File: config.mk
export PLATFORM = sky130hd
export DESIGN_NAME = config_pin_interface
export DESIGN_NICKNAME = d
export VERILOG_FILES = /design/src/core/config_pin_interface.v
export VERILOG_INCLUDE_DIRS = /design/src /design/src/shared
export SDC_FILE = /design/constraint.sdc
export NUM_CORES = 1
export LEC_CHECK = 0
export BUFFER_PORTS_ARGS = -buffer_cell sky130_fd_sc_hd__buf_2
export CAP_MARGIN = 20
export CORE_UTILIZATION = 55
export CTS_CLUSTER_SIZE = 20
export DETAILED_ROUTE_END_ITERATION = 6
export HOLD_SLACK_MARGIN = 0.1
export PLACE_DENSITY = 0.84
export SLEW_MARGIN = 0
export SYNTH_ARGS = -nofsm -noshare
export SYNTH_HDL_FRONTEND = slang
export SYNTH_SLANG_ARGS = --single-unit
export TNS_END_PERCENT = 5
File: constraint.sdc
create_clock -name clk_sys -period 3.7 [get_ports clk_sys]
set_input_delay 0.185 -clock clk_sys [delete_from_list [all_inputs] [get_ports clk_sys]]
set_output_delay 0.185 -clock clk_sys [all_outputs]
set_load 0.02 [all_outputs]
File: src/shared/config_pin_map.vh
`ifndef CONFIG_PIN_MAP_VH
`define CONFIG_PIN_MAP_VH
// Register byte offsets
`define REG_CTRL 8'h00
`define REG_LEN 8'h04
`define REG_STATUS 8'h08
`define REG_COUNT 8'h0c
`define REG_LAST 8'h10
// Control field positions and reset values
`define CTRL_MODE_LO 0
`define CTRL_MODE_HI 1
`define CTRL_DUAL_BIT 2
`define CTRL_RESET 3'h0
`define LEN_RESET 24'h000010
// Loading schemes
`define MODE_PASSIVE_SERIAL 2'h0
`define MODE_FAST_PASSIVE_PARALLEL 2'h1
`define MODE_ACTIVE_SERIAL 2'h2
// Option bits of the first loaded byte
`define OPT_STARTUP_CLOCK 0
`define OPT_INIT_DONE 1
`define OPT_GLOBAL_OE 2
`define OPT_GLOBAL_CLEAR 3
// Timing counts
`define INIT_CYCLES 16'h0010
`define AS_HALF_PERIOD 8'h04
`endif

File: src/core/config_pin_interface.v
// How it works
// - Passive schemes take data on each rising edge of config_clock.
// - Active serial: device drives config_clock to time memory reads.
// - Active serial: memory_select_n low while data is read out.
// - After active serial load config_clock goes inactive, then user I/O.
// - Passive schemes never hand config_clock to user I/O.
// - Toggling config_clock after configuration is ignored.
// - After passive load serial_cfg_in becomes user I/O per dual setting.
// - Serial schemes keep seven upper data pins tri-stated while loading.
// - Disabled optional pins stay tri-stated with pull-ups while loading.
// - Enabled startup_clock_in paces the initialization sequence.
// - Init-done output released during reconfigure and loading start.
// - Init-done released when initialization ends; user mode entered.
// - Enabled global_output_enable low tri-states every user pin.
// - Enabled global_clear_n low clears every user register.
// - load_complete held low while loading, released after all data.
//
// Implementation choices: the register addresses and register access over APB.
`timescale 1ns/1ns
`include "config_pin_map.vh"
module config_pin_interface #(
  parameter LEN_WIDTH = 24,
  parameter [15:0] INIT_COUNT = `INIT_CYCLES,
  parameter [7:0] AS_HALF = `AS_HALF_PERIOD
) (
  input wire clk_sys,
  input wire rst_n,
  input wire psel,
  input wire penable,
  input wire pwrite,
  input wire [7:0] paddr,
  input wire [31:0] pwdata,
  output reg [31:0] prdata,
  output wire pready,
  output wire pslverr,
  input wire configClockIn,
  output reg configClockOut,
  output reg configClockOe,
  input wire [7:0] dataIn,
  output reg [7:0] dataOut,
  output reg [7:0] dataOe,
  output reg memorySelectN,
  input wire chipEnableN,
  input wire reconfigureRequestN,
  input wire startupClockIn,
  input wire globalOutputEnable,
  input wire globalClearN,
  input wire loadCompleteIn,
  output reg loadCompleteOe,
  output reg initDoneOe,
  output reg optPullupEn,
  output reg [7:0] cfgByte,
  output reg cfgByteValid,
  output reg userMode,
  output reg userClearN,
  input wire [7:0] userDataOut,
  input wire [7:0] userDataOe,
  input wire userClockOut,
  input wire userClockOe
);
  localparam [1:0] ST_IDLE = 2'h0;
  localparam [1:0] ST_LOAD = 2'h1;
  localparam [1:0] ST_INIT = 2'h2;
  localparam [1:0] ST_USER = 2'h3;
  localparam [LEN_WIDTH-1:0] LEN_ONE = {{(LEN_WIDTH-1){1'b0}}, 1'b1};

  function rise;
    input prev;
    input cur;
    begin
      rise = cur & ~prev;
    end
  endfunction

  reg [14:0] syncA_r;
  reg [14:0] syncB_r;
  reg clkPrev_r;
  reg suPrev_r;
  reg [1:0] state_r;
  reg [1:0] state_nxt;
  reg [2:0] ctrl_r;
  reg [LEN_WIDTH-1:0] len_r;
  reg [LEN_WIDTH-1:0] count_r;
  reg [7:0] last_r;
  reg [3:0] opt_r;
  reg optValid_r;
  reg [7:0] shift_r;
  reg [2:0] bitCnt_r;
  reg [7:0] divCnt_r;
  reg asClk_r;
  reg [15:0] initCnt_r;
  reg [7:0] byteNow;
  reg byteDone;
  wire cfgClkS;
  wire [7:0] dataS;
  wire ceNS;
  wire reqNS;
  wire suClkS;
  wire goeS;
  wire gclrNS;
  wire ldS;
  wire [1:0] mode;
  wire isAs;
  wire passiveEdge;
  wire asEdge;
  wire sampleEdge;
  wire initTick;
  wire lastByte;
  wire oeAllowed;
  wire apbWrite;
  wire hit;

  // Two-flop synchroniser for every pin input
  always @(posedge clk_sys or negedge rst_n)
  begin
    if (!rst_n)
    begin
      syncA_r <= 15'h7fff;
      syncB_r <= 15'h7fff;
    end
    else
    begin
      syncA_r <= {configClockIn, dataIn, chipEnableN, reconfigureRequestN,
                  startupClockIn, globalOutputEnable, globalClearN,
                  loadCompleteIn};
      syncB_r <= syncA_r;
    end
  end

  assign cfgClkS = syncB_r[14];
  assign dataS = syncB_r[13:6];
  assign ceNS = syncB_r[5];
  assign reqNS = syncB_r[4];
  assign suClkS = syncB_r[3];
  assign goeS = syncB_r[2];
  assign gclrNS = syncB_r[1];
  assign ldS = syncB_r[0];
  assign mode = ctrl_r[`CTRL_MODE_HI:`CTRL_MODE_LO];
  assign isAs = (mode == `MODE_ACTIVE_SERIAL);

  // Edge history of the sampled clocks
  always @(posedge clk_sys or negedge rst_n)
  begin
    if (!rst_n)
    begin
      clkPrev_r <= 1'b1;
      suPrev_r <= 1'b1;
    end
    else
    begin
      clkPrev_r <= cfgClkS;
      suPrev_r <= suClkS;
    end
  end

  // Config clock edges only count while loading
  assign passiveEdge = !isAs && (state_r == ST_LOAD) &&
                       rise(clkPrev_r, cfgClkS);
  assign asEdge = isAs && (state_r == ST_LOAD) && !asClk_r &&
                  (divCnt_r == AS_HALF - 8'h01);
  assign sampleEdge = passiveEdge | asEdge;
  assign initTick = opt_r[`OPT_STARTUP_CLOCK] ?
                    rise(suPrev_r, suClkS) : 1'b1;
  assign lastByte = (count_r + LEN_ONE == len_r);

  // Divider making the active serial clock
  always @(posedge clk_sys or negedge rst_n)
  begin
    if (!rst_n)
    begin
      divCnt_r <= 8'h00;
      asClk_r <= 1'b0;
    end
    else if (isAs && state_r == ST_LOAD)
    begin
      if (divCnt_r == AS_HALF - 8'h01)
      begin
        divCnt_r <= 8'h00;
        asClk_r <= ~asClk_r;
      end
      else
        divCnt_r <= divCnt_r + 8'h01;
    end
    else
    begin
      divCnt_r <= 8'h00;
      asClk_r <= 1'b0;
    end
  end

  // Byte assembly: serial LSB first, or whole byte in parallel
  always @*
  begin
    byteDone = 1'b0;
    byteNow = shift_r;
    if (sampleEdge)
    begin
      if (mode == `MODE_FAST_PASSIVE_PARALLEL)
      begin
        byteDone = 1'b1;
        byteNow = dataS;
      end
      else
      begin
        byteNow = {dataS[0], shift_r[7:1]};
        byteDone = (bitCnt_r == 3'h7);
      end
    end
  end

  // Serial shifter and byte counter
  always @(posedge clk_sys or negedge rst_n)
  begin
    if (!rst_n)
    begin
      shift_r <= 8'h00;
      bitCnt_r <= 3'h0;
      count_r <= {LEN_WIDTH{1'b0}};
      last_r <= 8'h00;
      cfgByte <= 8'h00;
      cfgByteValid <= 1'b0;
      opt_r <= 4'h0;
      optValid_r <= 1'b0;
    end
    else
    begin
      cfgByteValid <= byteDone;
      if (state_r == ST_IDLE)
      begin
        bitCnt_r <= 3'h0;
        count_r <= {LEN_WIDTH{1'b0}};
        opt_r <= 4'h0;
        optValid_r <= 1'b0;
      end
      else if (sampleEdge)
      begin
        shift_r <= byteNow;
        bitCnt_r <= bitCnt_r + 3'h1;
        if (byteDone)
        begin
          count_r <= count_r + LEN_ONE;
          last_r <= byteNow;
          cfgByte <= byteNow;
          if (!optValid_r)
          begin
            opt_r <= byteNow[3:0];
            optValid_r <= 1'b1;
          end
        end
      end
    end
  end

  // Load, initialise, run
  always @*
  begin
    state_nxt = state_r;
    case (state_r)
      ST_IDLE:
        if (reqNS && !ceNS)
          state_nxt = ST_LOAD;
      ST_LOAD:
        if (byteDone && lastByte)
          state_nxt = ST_INIT;
      ST_INIT:
        if (ldS && initTick && initCnt_r == INIT_COUNT - 16'h0001)
          state_nxt = ST_USER;
      ST_USER:
        state_nxt = ST_USER;
      default:
        state_nxt = ST_IDLE;
    endcase
    if (!reqNS || (ceNS && state_r == ST_LOAD))
      state_nxt = ST_IDLE;
  end

  always @(posedge clk_sys or negedge rst_n)
  begin
    if (!rst_n)
    begin
      state_r <= ST_IDLE;
      initCnt_r <= 16'h0000;
    end
    else
    begin
      state_r <= state_nxt;
      if (state_r != ST_INIT)
        initCnt_r <= 16'h0000;
      else if (ldS && initTick)
        initCnt_r <= initCnt_r + 16'h0001;
    end
  end

  // Global overrides, each gated by its loaded option
  assign oeAllowed = !(opt_r[`OPT_GLOBAL_OE] && !goeS);

  // Pin drivers
  always @(posedge clk_sys or negedge rst_n)
  begin
    if (!rst_n)
    begin
      configClockOut <= 1'b0;
      configClockOe <= 1'b0;
      memorySelectN <= 1'b1;
      dataOut <= 8'h00;
      dataOe <= 8'h00;
      loadCompleteOe <= 1'b1;
      initDoneOe <= 1'b0;
      optPullupEn <= 1'b1;
      userMode <= 1'b0;
      userClearN <= 1'b0;
    end
    else
    begin
      userMode <= (state_r == ST_USER);
      optPullupEn <= (state_r != ST_USER);
      loadCompleteOe <= (state_r == ST_IDLE) ||
                        (state_r == ST_LOAD);
      initDoneOe <= optValid_r && opt_r[`OPT_INIT_DONE] &&
                    (state_r == ST_LOAD || state_r == ST_INIT);
      userClearN <= (state_r == ST_USER) &&
                    !(opt_r[`OPT_GLOBAL_CLEAR] && !gclrNS);
      memorySelectN <= !(isAs && state_r == ST_LOAD);
      if (isAs && state_r != ST_USER)
      begin
        configClockOut <= asClk_r;
        configClockOe <= (state_r != ST_IDLE);
      end
      else if (isAs)
      begin
        configClockOut <= userClockOut;
        configClockOe <= userClockOe && oeAllowed;
      end
      else
      begin
        configClockOut <= 1'b0;
        configClockOe <= 1'b0;
      end
      if (state_r == ST_USER && ctrl_r[`CTRL_DUAL_BIT] && oeAllowed)
      begin
        dataOut <= userDataOut;
        dataOe <= isAs ? {userDataOe[7:1], 1'b0} : userDataOe;
      end
      else
      begin
        dataOut <= 8'h00;
        dataOe <= 8'h00;
      end
    end
  end

  // APB slave, zero wait states
  assign pready = 1'b1;
  assign apbWrite = psel && penable && pwrite;
  assign hit = (paddr == `REG_CTRL) || (paddr == `REG_LEN) ||
               (paddr == `REG_STATUS) || (paddr == `REG_COUNT) ||
               (paddr == `REG_LAST);
  assign pslverr = psel && penable && !hit;

  always @(posedge clk_sys or negedge rst_n)
  begin
    if (!rst_n)
    begin
      ctrl_r <= `CTRL_RESET;
      len_r <= `LEN_RESET;
    end
    else if (apbWrite)
    begin
      if (paddr == `REG_CTRL)
        ctrl_r <= pwdata[2:0];
      if (paddr == `REG_LEN)
        len_r <= pwdata[LEN_WIDTH-1:0];
    end
  end

  // Read mux
  always @*
  begin
    prdata = 32'h00000000;
    case (paddr)
      `REG_CTRL:
        prdata[2:0] = ctrl_r;
      `REG_LEN:
        prdata[LEN_WIDTH-1:0] = len_r;
      `REG_STATUS:
        prdata[9:0] = {optValid_r, ldS, opt_r, 2'h0, state_r};
      `REG_COUNT:
        prdata[LEN_WIDTH-1:0] = count_r;
      `REG_LAST:
        prdata[7:0] = last_r;
      default:
        prdata = 32'h00000000;
    endcase
  end
endmodule // config_pin_interface

==> Word level (Yosys, flattened, before mapping) <==
Index checks and enable logic that the tools add are counted.
{ "op_classes": {"mux": 38, "reduce_logical": 52, "eq_ne": 20, "bitwise_logic": 7, "addsub": 4} }
{ "op_table": {"columns": ["op", "count"], "rows": [
  ["24-bit two-way mux", 3],
  ["8-bit two-way mux", 5],
  ["16-bit two-way mux", 2],
  ["14-bit case mux with 2 select lines", 1],
  ["24-bit by 1-bit adder with 24-bit output, second input constant", 1],
  ["24-bit == test", 1],
  ["1-bit logical AND", 22],
  ["5-bit case mux with 4 select lines", 1],
  ["16-bit by 1-bit adder with 16-bit output, second input constant", 1],
  ["16-bit by 4-bit == test with 1-bit output, second input constant", 1],
  ["8-bit by 4-bit == test with 1-bit output, second input constant", 2],
  ["4-bit two-way mux", 4],
  ["3-bit case mux with 5 select lines", 1],
  ["1-bit two-way mux", 13],
  ["1-bit logical NOT", 10],
  ["3-bit inequality test, second input constant", 3],
  ["3-bit AND reduction", 3],
  ["8-bit by 1-bit adder with 8-bit output, second input constant", 1],
  ["8-bit by 2-bit == test with 1-bit output, second input constant", 1],
  ["8-bit by 3-bit == test with 1-bit output, second input constant", 1],
  ["8-bit by 5-bit == test with 1-bit output, second input constant", 1],
  ["8-bit logical NOT", 1],
  ["2-bit two-way mux", 4],
  ["2-bit case mux with 4 select lines", 1],
  ["other kinds (15)", 37]
]} }
{ "word_totals": {"input_bits": 78, "regBits": 159, "word_cells": 148, "output_inout_bits": 67} }

==> Depth between registers and ports, before layout <==
Gate-level depths: netlist (run 1).
{ "logic_depth": {"word_depth": 10, "ltp_mapped": 11, "depth_no_buf": 10} }

==> Least setup slack after synthesis (run 1) <==
Ideal clock, no wire load.
{ "synth_timing": {"path_kind": "reg2reg", "startpoint": "register count_r[0]", "endpoint": "register state_r[0]", "t_required_ns": 3.635, "slack_ns": 0.759, "t_arrival_ns": 2.877, "setup_time_ns": 0.065, "n_path_buf": 0, "synth_period_minus_slack_ns": 2.941, "path_stages_with_launch": 10, "cell_sequence": "dfrtp_1 -> ha_1 -> nand3_1 -> or4_4 -> nor3_2 -> o22ai_1 -> or4_1 -> or4_4 -> a21oi_2 -> o21a_1"} }
{ "synth_via": {"elab_chain_len": 5} }
{ "synth_lines": {"columns": ["element", "line_no", "rtl"], "rows": [
  ["start: declaration", "config_pin_interface.v:83", "reg [LEN_WIDTH-1:0] count_r;"],
  ["start signal: assignment", "config_pin_interface.v:218", "count_r <= {LEN_WIDTH{1'b0}};"],
  ["start signal: assignment", "config_pin_interface.v:231", "count_r <= {LEN_WIDTH{1'b0}};"],
  ["start signal: assignment", "config_pin_interface.v:241", "count_r <= count_r + LEN_ONE;"],
  ["24-bit by 1-bit adder with 24-bit output", "config_pin_interface.v:164", "assign lastByte = (count_r + LEN_ONE == len_r);"],
  ["24-bit == test", "config_pin_interface.v:164", null],
  ["1-bit logical AND", "config_pin_interface.v:263", "if (byteDone && lastByte)"],
  ["3-bit inequality test (no source line)", null, null],
  ["3-bit AND reduction (no source line)", null, null],
  ["end signal: assignment", "config_pin_interface.v:286", "state_r <= state_nxt;"],
  ["end: declaration", "config_pin_interface.v:79", "reg [1:0] state_r;"]
]} }
Every way passes these cells.
A chain may end at the register's enable or synchronous reset.

==> Final worst setup path (run 1) <==
Ends and elaborated chain as after synthesis.

==> summary.md, run 1 <==
| Metric | Value |
|---|---|
| Setup violations, final | 0 |
| Count of endpoints failing hold in the final timing report | 0 |
| Max-cap violations | 0 |
| Synthesis warning total | 0 |
| Slack of the worst reg-to-reg path | 0.50 ns |
| Ys async rst share | 100.0% |
| PwrDens | 432.8 nW/um^2 |
| Final critical delay including setup and external delays | 3.203 ns |
| Syn Inst Count | 715 |
| TritonCTS Buffers | 17 |
| Average routed wire per standard cell | 16.63 um |
| Post-Route Skew | 0.008434 ns |
| Global-route wire length before repair | 29,390 um |
| Nets@finish | 976 |
| Via count of the first global-routing pass | 6,045 |
| Minimum hold slack | 0.3305 ns |
| Avg Inst Size Synth | about 11 um^2 |
| Number of placement rows | 42 |
| Synth Register Bits | 158 |
| Fill cells | 943 |
| Setup repair bufs after CTS | 0 |
| Status | completed |
| Worst hold path type | primary input to asynchronous set/reset pin |
| Post-synthesis cell area | between 7000 and 8000 um^2 |
| Pre-Repair DR Iteration Count | 5 |
| Fraction of the yosys area taken by sequential cells | 52.45% |
| Post-synth top flop | dfrtp_1 |
| Maximum number of pins on one net before global-route repair | 91 |
| Commonest non-fill, non-tap cell in the layout | buf_2 |
| Maximum VDD drop | roughly 570 uV |
| Total overflow reported by the global router | 0 |
| Final period utilization | 86.56% |
| Synthesis-to-layout area growth | 25.44% |
| Leak | 0.004503 uW |
| Arr. time, crit path | about 3.6 ns |
| Buffers from clock root to sink, at most | 2 |
| Number of placed I/O pins | 145 |
| Number of synthesized flops with an enable pin | 0 |
| Required time of the critical path | 4.06 ns |
| Maximum fanout along the worst path | 8 |
| Starting DRT DRC Count | 542 |
| Maximum operating frequency | 312.3 MHz |
| Height of the die | 119.7 um |
| Crit path launch type | register |
| RSZ-0062 raised after global routing | no |
| Die Area | around 14,000 um^2 |
| Most frequent cells in the layout | buf_2 (126), dfrtp_1 (122), nor2_1 (66) |
| Weighted congestion reported at the end of routability-driven placement | ~0.85 |
| Total via count in the routed design | 5,899 |
| Register clock-pin slew on the reported worst setup and hold paths | 0.06 ns |
| Clk Latency, worst-skew pair | 0.43 ns |
| DPL Wire Length | 11,320 um |
| Cell chosen for the clock root | clkbuf_16 |
| Ratio of cells with drive above 1 in the final layout | 26.78% |
| Global-route usage over all layers | a little over a quarter |
| Initial antenna violation count | 0 |
| PortBufs | around 130 |
| Residual DRC | 0 |
| Post-synthesis cell type count | 56 |
| Standard cell core area | 13,400 um^2 |
| Total detailed-routing wirelength | between 15,000 and 20,000 um |
| Slew HR | 43.76% |
| Initial core utilization | 56.89% |
| Area occupied by multi-input gates | 3386 um^2 |
| Horizontal die dimension | around 120 um |
| # H-tree levels | 4 |
| Sum of negative setup slack | 0 ns |
| Worst-margin pin slew | 0.8437 ns |
| Kind of critical path | register to register |
| Total number of clock tree sinks | 158 |
| Sequential cell area | 3999 um^2 |
| Total inserted antenna cells | 0 |
| DR vias/cell | ~5.5 |
| Remaining antenna violation count after routing | 0 |
| Worst setup EP type | register |
| Count of final max-slew check failures | 0 |
| CTS tree | yes |
[kinds of logic (layout without fill, tap and decap cells)]
family	after synthesis	after routing	share of synthesized area (%)
muxes	65	65	8.994
buffers and inverters	56	234	3.545
other	2	9	0.09851
AOI/OAI and AO/OA	78	78	6.204
xor gates and xnor gates	72	72	8.272
adders and majority gates	11	11	1.805
and+or+nand+nor	273	273	18.63
DFF	158	158	52.45
[per-stage QoR]
stage                     worst slack [ns]  total power, uW  instances  instance area (um^2)  utilization [%]
after floorplan                     0.7585             2145        722                  7650                -
after global placement              0.5755             2302        985                  8342            62.25
after detailed placement            0.5321             2312        985                  8342            62.25
after CTS                           0.5168             4151       1075                  9535            71.16
after global routing                0.3435             4294       1076                  9563            71.36
final                               0.4974             4139       1076                  9563            71.36
[state kept, by name, indices dropped and copies added, names as in the netlist, 2 cells and up]
name / cells
state_r: 2
syncA_r: 15
initCnt_r: 16
bitCnt_r: 3
count_r: 24
shift_r: 7
syncB_r: 15
len_r: 24
ctrl_r: 3
opt_r: 4
dataOe: 8
divCnt_r: 8
last_r: 8
dataOut: 8
[synthesized netlist by cell type, types with 3 or more instances]
cell	count	share of area, %
xnor2_1	39	4.5
buf_2	4	0.26
dfstp_2	36	12
and2_1	31	2.5
mux2_2	28	4.1
nand2_1	57	2.8
xor2_1	33	3.8
nor3_1	9	0.59
nor2b_1	5	0.41
a22oi_1	7	0.69
ha_1	11	1.8
mux2i_1	37	4.9
inv_1	10	0.49
a21boi_0	4	0.39
o21ai_0	37	2.4
nand3_1	24	1.6
nand2b_1	9	0.74
nor3b_1	4	0.39
a21oi_1	9	0.59
and4_1	3	0.34
and3_1	14	1.1
or4_1	4	0.39
dfrtp_1	122	40
or3_1	9	0.74
or2_2	4	0.33
buf_4	10	0.98
nand4_1	14	1.1
o211ai_1	3	0.30
clkbuf_1	24	1.2
nor4_1	10	0.82
nor2_1	66	3.2
buf_1	4	0.20
a31oi_1	3	0.25
[area by class of cell]
type                            count  area share [%]
Sequential cell                   158           41.82
Multi-Input combinational cell    508           35.40
Timing Repair Buffer              192           13.67
Clock buffer                       20           4.880
Tap cell                          176           2.303
Clock inverter                     12           1.531
Inverter                           10          0.3925
[per-layer routing]
metal  vias to the layer above  track usage [%]  wire length (um)
li1                       2775                -                 -
met1                      2882            33.12              7671
met2                       204            45.48              8930
met3                        38            6.892               939
met4                         0            8.984               347
met5                         -                0                 0
[worst paths after layout]
| kind | start | end | depth (start not counted) |
|---|---|---|---|
| min in group clk_sys | pwrite | ctrl_r[0] | 4 |
| worst min-delay path | rst_n | len_r[17] | 2 |
| max in group asynchronous | rst_n | syncB_r[14] | 3 |
| worst min register to register | syncA_r[1] | syncB_r[1] | 0 |
| worst max-delay path | count_r[0] | state_r[0] | 9 |
| worst max register to register | count_r[0] | state_r[0] | 9 |
[repair_timing]
| action | CTS | global route |
|---|---|---|
| gates resized for setup | 0 | 0 |
| hold buffers | 58 | 0 |
| hold endpoints to repair | 121 | 0 |
[worst max-delay path, stage by stage (launching register included)]
cell and delay [ns]:
dfrtp_1 0.48, ha_1 0.27, nand3_1 0.21, or4_4 0.58, nor3_2 0.16, o22ai_1 0.08
or4_1 0.54, or4_4 0.54, a21oi_2 0.15, o21a_1 0.12
[power by group]
part / internal, uW / leakage [uW] / switching [uW]
registers: 1800 / 0.00208 / 40.6
clock network: 1060 / 0.000304 / 734
logic: 193 / 0.00212 / 303
Note: power is estimated with default switching activity, not from simulation.
==> run 2, diff against run 1 <==
- BUFFER_PORTS_ARGS: -buffer_cell sky130_fd_sc_hd__buf_2 -> default
- DONT_BUFFER_PORTS: default -> 1
- PLACE_DENSITY: 0.84 -> 0.75
==> run 2 against run 1 <==
- the run now ends with hold timing left
- final cell count is 12% lower
- total power is 5.8% lower
- sequential power hardly changed
- combinational power is 23% lower
- routed wire length is 5.6% lower
- global-route usage is 2.0 points lower
- utilization is 5.4 points lower
- first-iteration DRC count is 49% lower
- cell area is 7.5% lower
- clock power is 8% lower
- flip-flop and latch count stayed put
- clock-buffer cell count is 2 lower
- critical path type unchanged
- critical endpoint unchanged
- largest cell class unchanged
==> summary.md, run 2 (synthesis results as in run 1) <==
| Metric | Value |
|---|---|
| Status | complete, but fails checks (was completed) |
| Failing checks | hold timing |
| Crit path launch type | register (unchanged) |
| Minimum hold slack | -0.5430 ns (was 0.3305 ns) |
| Sum of negative setup slack | 0 ns (unchanged) |
| # H-tree levels | 4 (unchanged) |
| DR vias/cell | 5.756 (was 5.482) |
| Maximum number of pins on one net before global-route repair | 159 (was 91) |
| CTS tree | yes (unchanged) |
| Remaining antenna violation count after routing | 0 (unchanged) |
| Worst R2R Path Depth | 9 (unchanged) |
| Slowest Stage Delay on Critical Path | 0.55 ns (was 0.58 ns) |
| Leak | 0.003880 uW (was 0.004503 uW) |
| Number of placed I/O pins | 145 (unchanged) |
| Dominant delay contributor by cell family on the critical path | simple AND/OR/NAND/NOR gates (unchanged) |
| Height of the die | 119.7 um (unchanged) |
| Slew HR | 32.65% (was 43.76%) |
| Clk Latency, worst-skew pair | 0.43 ns (about the same) |
| Standard cell core area | 13,400 um^2 (unchanged) |
| DPL Wire Length | 11,280 um (was 11,320 um) |
| Ratio of cells with drive above 1 in the final layout | 14.66% (was 26.78%) |
| Highest-delay cell along the critical path | or4_1 (was or4_4) |
| Required time of the critical path | 4.06 ns (about the same) |
| Starting DRT DRC Count | 278 (was 542) |
| Residual DRC | 0 (unchanged) |
| RSZ-0062 raised after global routing | no (unchanged) |
| # resized after CTS | 0 (unchanged) |
| Number of placement rows | 42 (unchanged) |
| Horizontal die dimension | 119.7 um (unchanged) |
| Commonest non-fill, non-tap cell in the layout | dfrtp_1 (was buf_2) |
| Via count of the first global-routing pass | 5,496 (was 6,045) |
| Register clock-pin slew on the reported worst setup and hold paths | 0.07 ns (was 0.06 ns) |
| PwrDens | 440.7 nW/um^2 (was 432.8 nW/um^2) |
| Total via count in the routed design | 5,457 (was 5,899) |
| CP Cell Sequence | ha_1 -> nand3_1 -> nor3_1 -> and3_1 -> o22ai_1 -> or4_1 -> or4_4 -> a21oi_2 -> o21a_1 (was ha_1 -> nand3_1 -> or4_4 -> nor3_2 -> o22ai_1 -> or4_1 -> or4_4 -> a21oi_2 -> o21a_1) |
| Setup violations, final | 0 (unchanged) |
| Most frequent cells in the layout | dfrtp_1 (122), nor2_1 (66), nand2_1 (57), dlygate4sd3_1 (57), xnor2_1 (39) (was buf_2 (126), dfrtp_1 (122), nor2_1 (66)) |
| Arr. time, crit path | 3.63 ns (was 3.57 ns) |
| Pre-Repair DR Iteration Count | 4 (was 5) |
| Count of endpoints failing hold in the final timing report | 158 (was 0) |
| Kind of critical path | register to register (unchanged) |
| Post-Route Skew | 0.01131 ns (was 0.008434 ns) |
| Maximum fanout along the worst path | 8 (unchanged) |
| Die Area | 14,340 um^2 (unchanged) |
| Cts hold-fix bufs | 57 (was 58) |
| Registers with the most flip-flops | count_r: 24 flops, len_r: 24 flops, initCnt_r: 16 flops (unchanged) |
| TritonCTS Buffers | 17 (unchanged) |
| Total number of clock tree sinks | 158 (unchanged) |
| Weighted congestion reported at the end of routability-driven placement | 0.8529 (was 0.8504) |
| PortBufs | 0 (was 127) |
| Cell chosen for the clock root | clkbuf_16 (unchanged) |
| Global-route usage over all layers | 24.76% (was 26.74%) |
| Final critical delay including setup and external delays | 3.268 ns (was 3.203 ns) |
| Nets@finish | 847 (was 976) |
| Total detailed-routing wirelength | 16,880 um (was 17,890 um) |
| Number of stages on the worst setup path | 9 (unchanged) |
| Sum of buffers and inverters on the critical path | 0 (unchanged) |
| Initial antenna violation count | 1 (was 0) |
| Total overflow reported by the global router | 0 (unchanged) |
| Global-route wire length before repair | 27,450 um (was 29,390 um) |
| Start of the worst register-to-register path | count_r[0] (unchanged) |
| Synthesis-to-layout area growth | 16.00% (was 25.44%) |
| Maximum VDD drop | 418.6 uV (was 573.2 uV) |
| Worst setup EP type | register (unchanged) |
| Count of final max-slew check failures | 0 (unchanged) |
| Worst-margin pin slew | 0.9962 ns (was 0.8437 ns) |
| Worst hold path type | primary input to asynchronous set/reset pin (unchanged) |
| Initial core utilization | 56.89% (unchanged) |
| Buffers from clock root to sink, at most | 2 (unchanged) |
| Setup repair bufs after CTS | 0 (unchanged) |
| Max-cap violations | 0 (unchanged) |
| Average routed wire per standard cell | 17.81 um (was 16.63 um) |
| Final period utilization | 88.33% (was 86.56%) |
| Maximum operating frequency | 306.0 MHz (was 312.3 MHz) |
| Launching element of the worst setup path | count_r[0] (unchanged) |
## run 2: cell count changes in the layout (fill, tap and decap cells not counted), sizes merged
cell | previous run | this run
dlygate4sd3 | 58 | 57
diode | 0 | 1
bufinv | 2 | 0
inv | 16 | 19
clkbuf | 20 | 18
buf | 134 | 6
clkinv | 4 | 5
## run 2: power by group
| part | internal (uW) | total, uW | switching (uW) |
|---|---|---|---|
| combinational | 156 | 383 | 227 |
| sequential | 1800 | 1860 | 54.4 |
| clock | 903 | 1660 | 752 |
## run 2: cell type report
| type | count | area (um^2) |
|---|---|---|
| diodes | 1 | 2.502 |
| clock buffers | 18 | 439.2 |
| clock inverters | 14 | 123.9 |
| fillers | 1029 | 4557 |
| inverters | 10 | 37.54 |
| multi-input cells | 508 | 3386 |
| flip-flops and latches | 158 | 3999 |
| well taps | 176 | 220.2 |
| repair buffers | 63 | 635.6 |
## run 2: path summary, 6_finish.rpt
path                         endpoint  slack, ns
max                        state_r[0]       0.43
min                         len_r[12]      -0.54
max reg2reg                state_r[0]       0.43
min reg2reg                syncB_r[2]       0.36
max in group asynchronous  syncB_r[9]       3.93
min in group clk_sys        ctrl_r[2]       0.25
## run 2: metrics by stage
stage / instances / worst slack [ns] / total power [uW] / instance area (um^2) / utilization [%]
2_1_floorplan: 722 / 0.7585 / 2145 / 7650 / -
3_3_place_gp: 857 / 0.5754 / 2208 / 7680 / 57.31
3_5_place_dp: 857 / 0.4950 / 2219 / 7680 / 57.31
4_1_cts: 946 / 0.4732 / 3916 / 8813 / 65.77
5_1_grt: 948 / 0.3040 / 4027 / 8843 / 65.99
6_report: 948 / 0.4318 / 3897 / 8843 / 65.99
## run 2: layer usage
metal  global-route usage [%]  part of all wire (%)  wire length, um  up-vias
li1                         -                     -                -     2520
met1                    30.45                    42             7094     2710
met2                    40.39                    48             8183      188
met3                    7.700                   6.8             1145       39
met4                    10.39                   2.7              458        0
met5                        0                     0                0        -
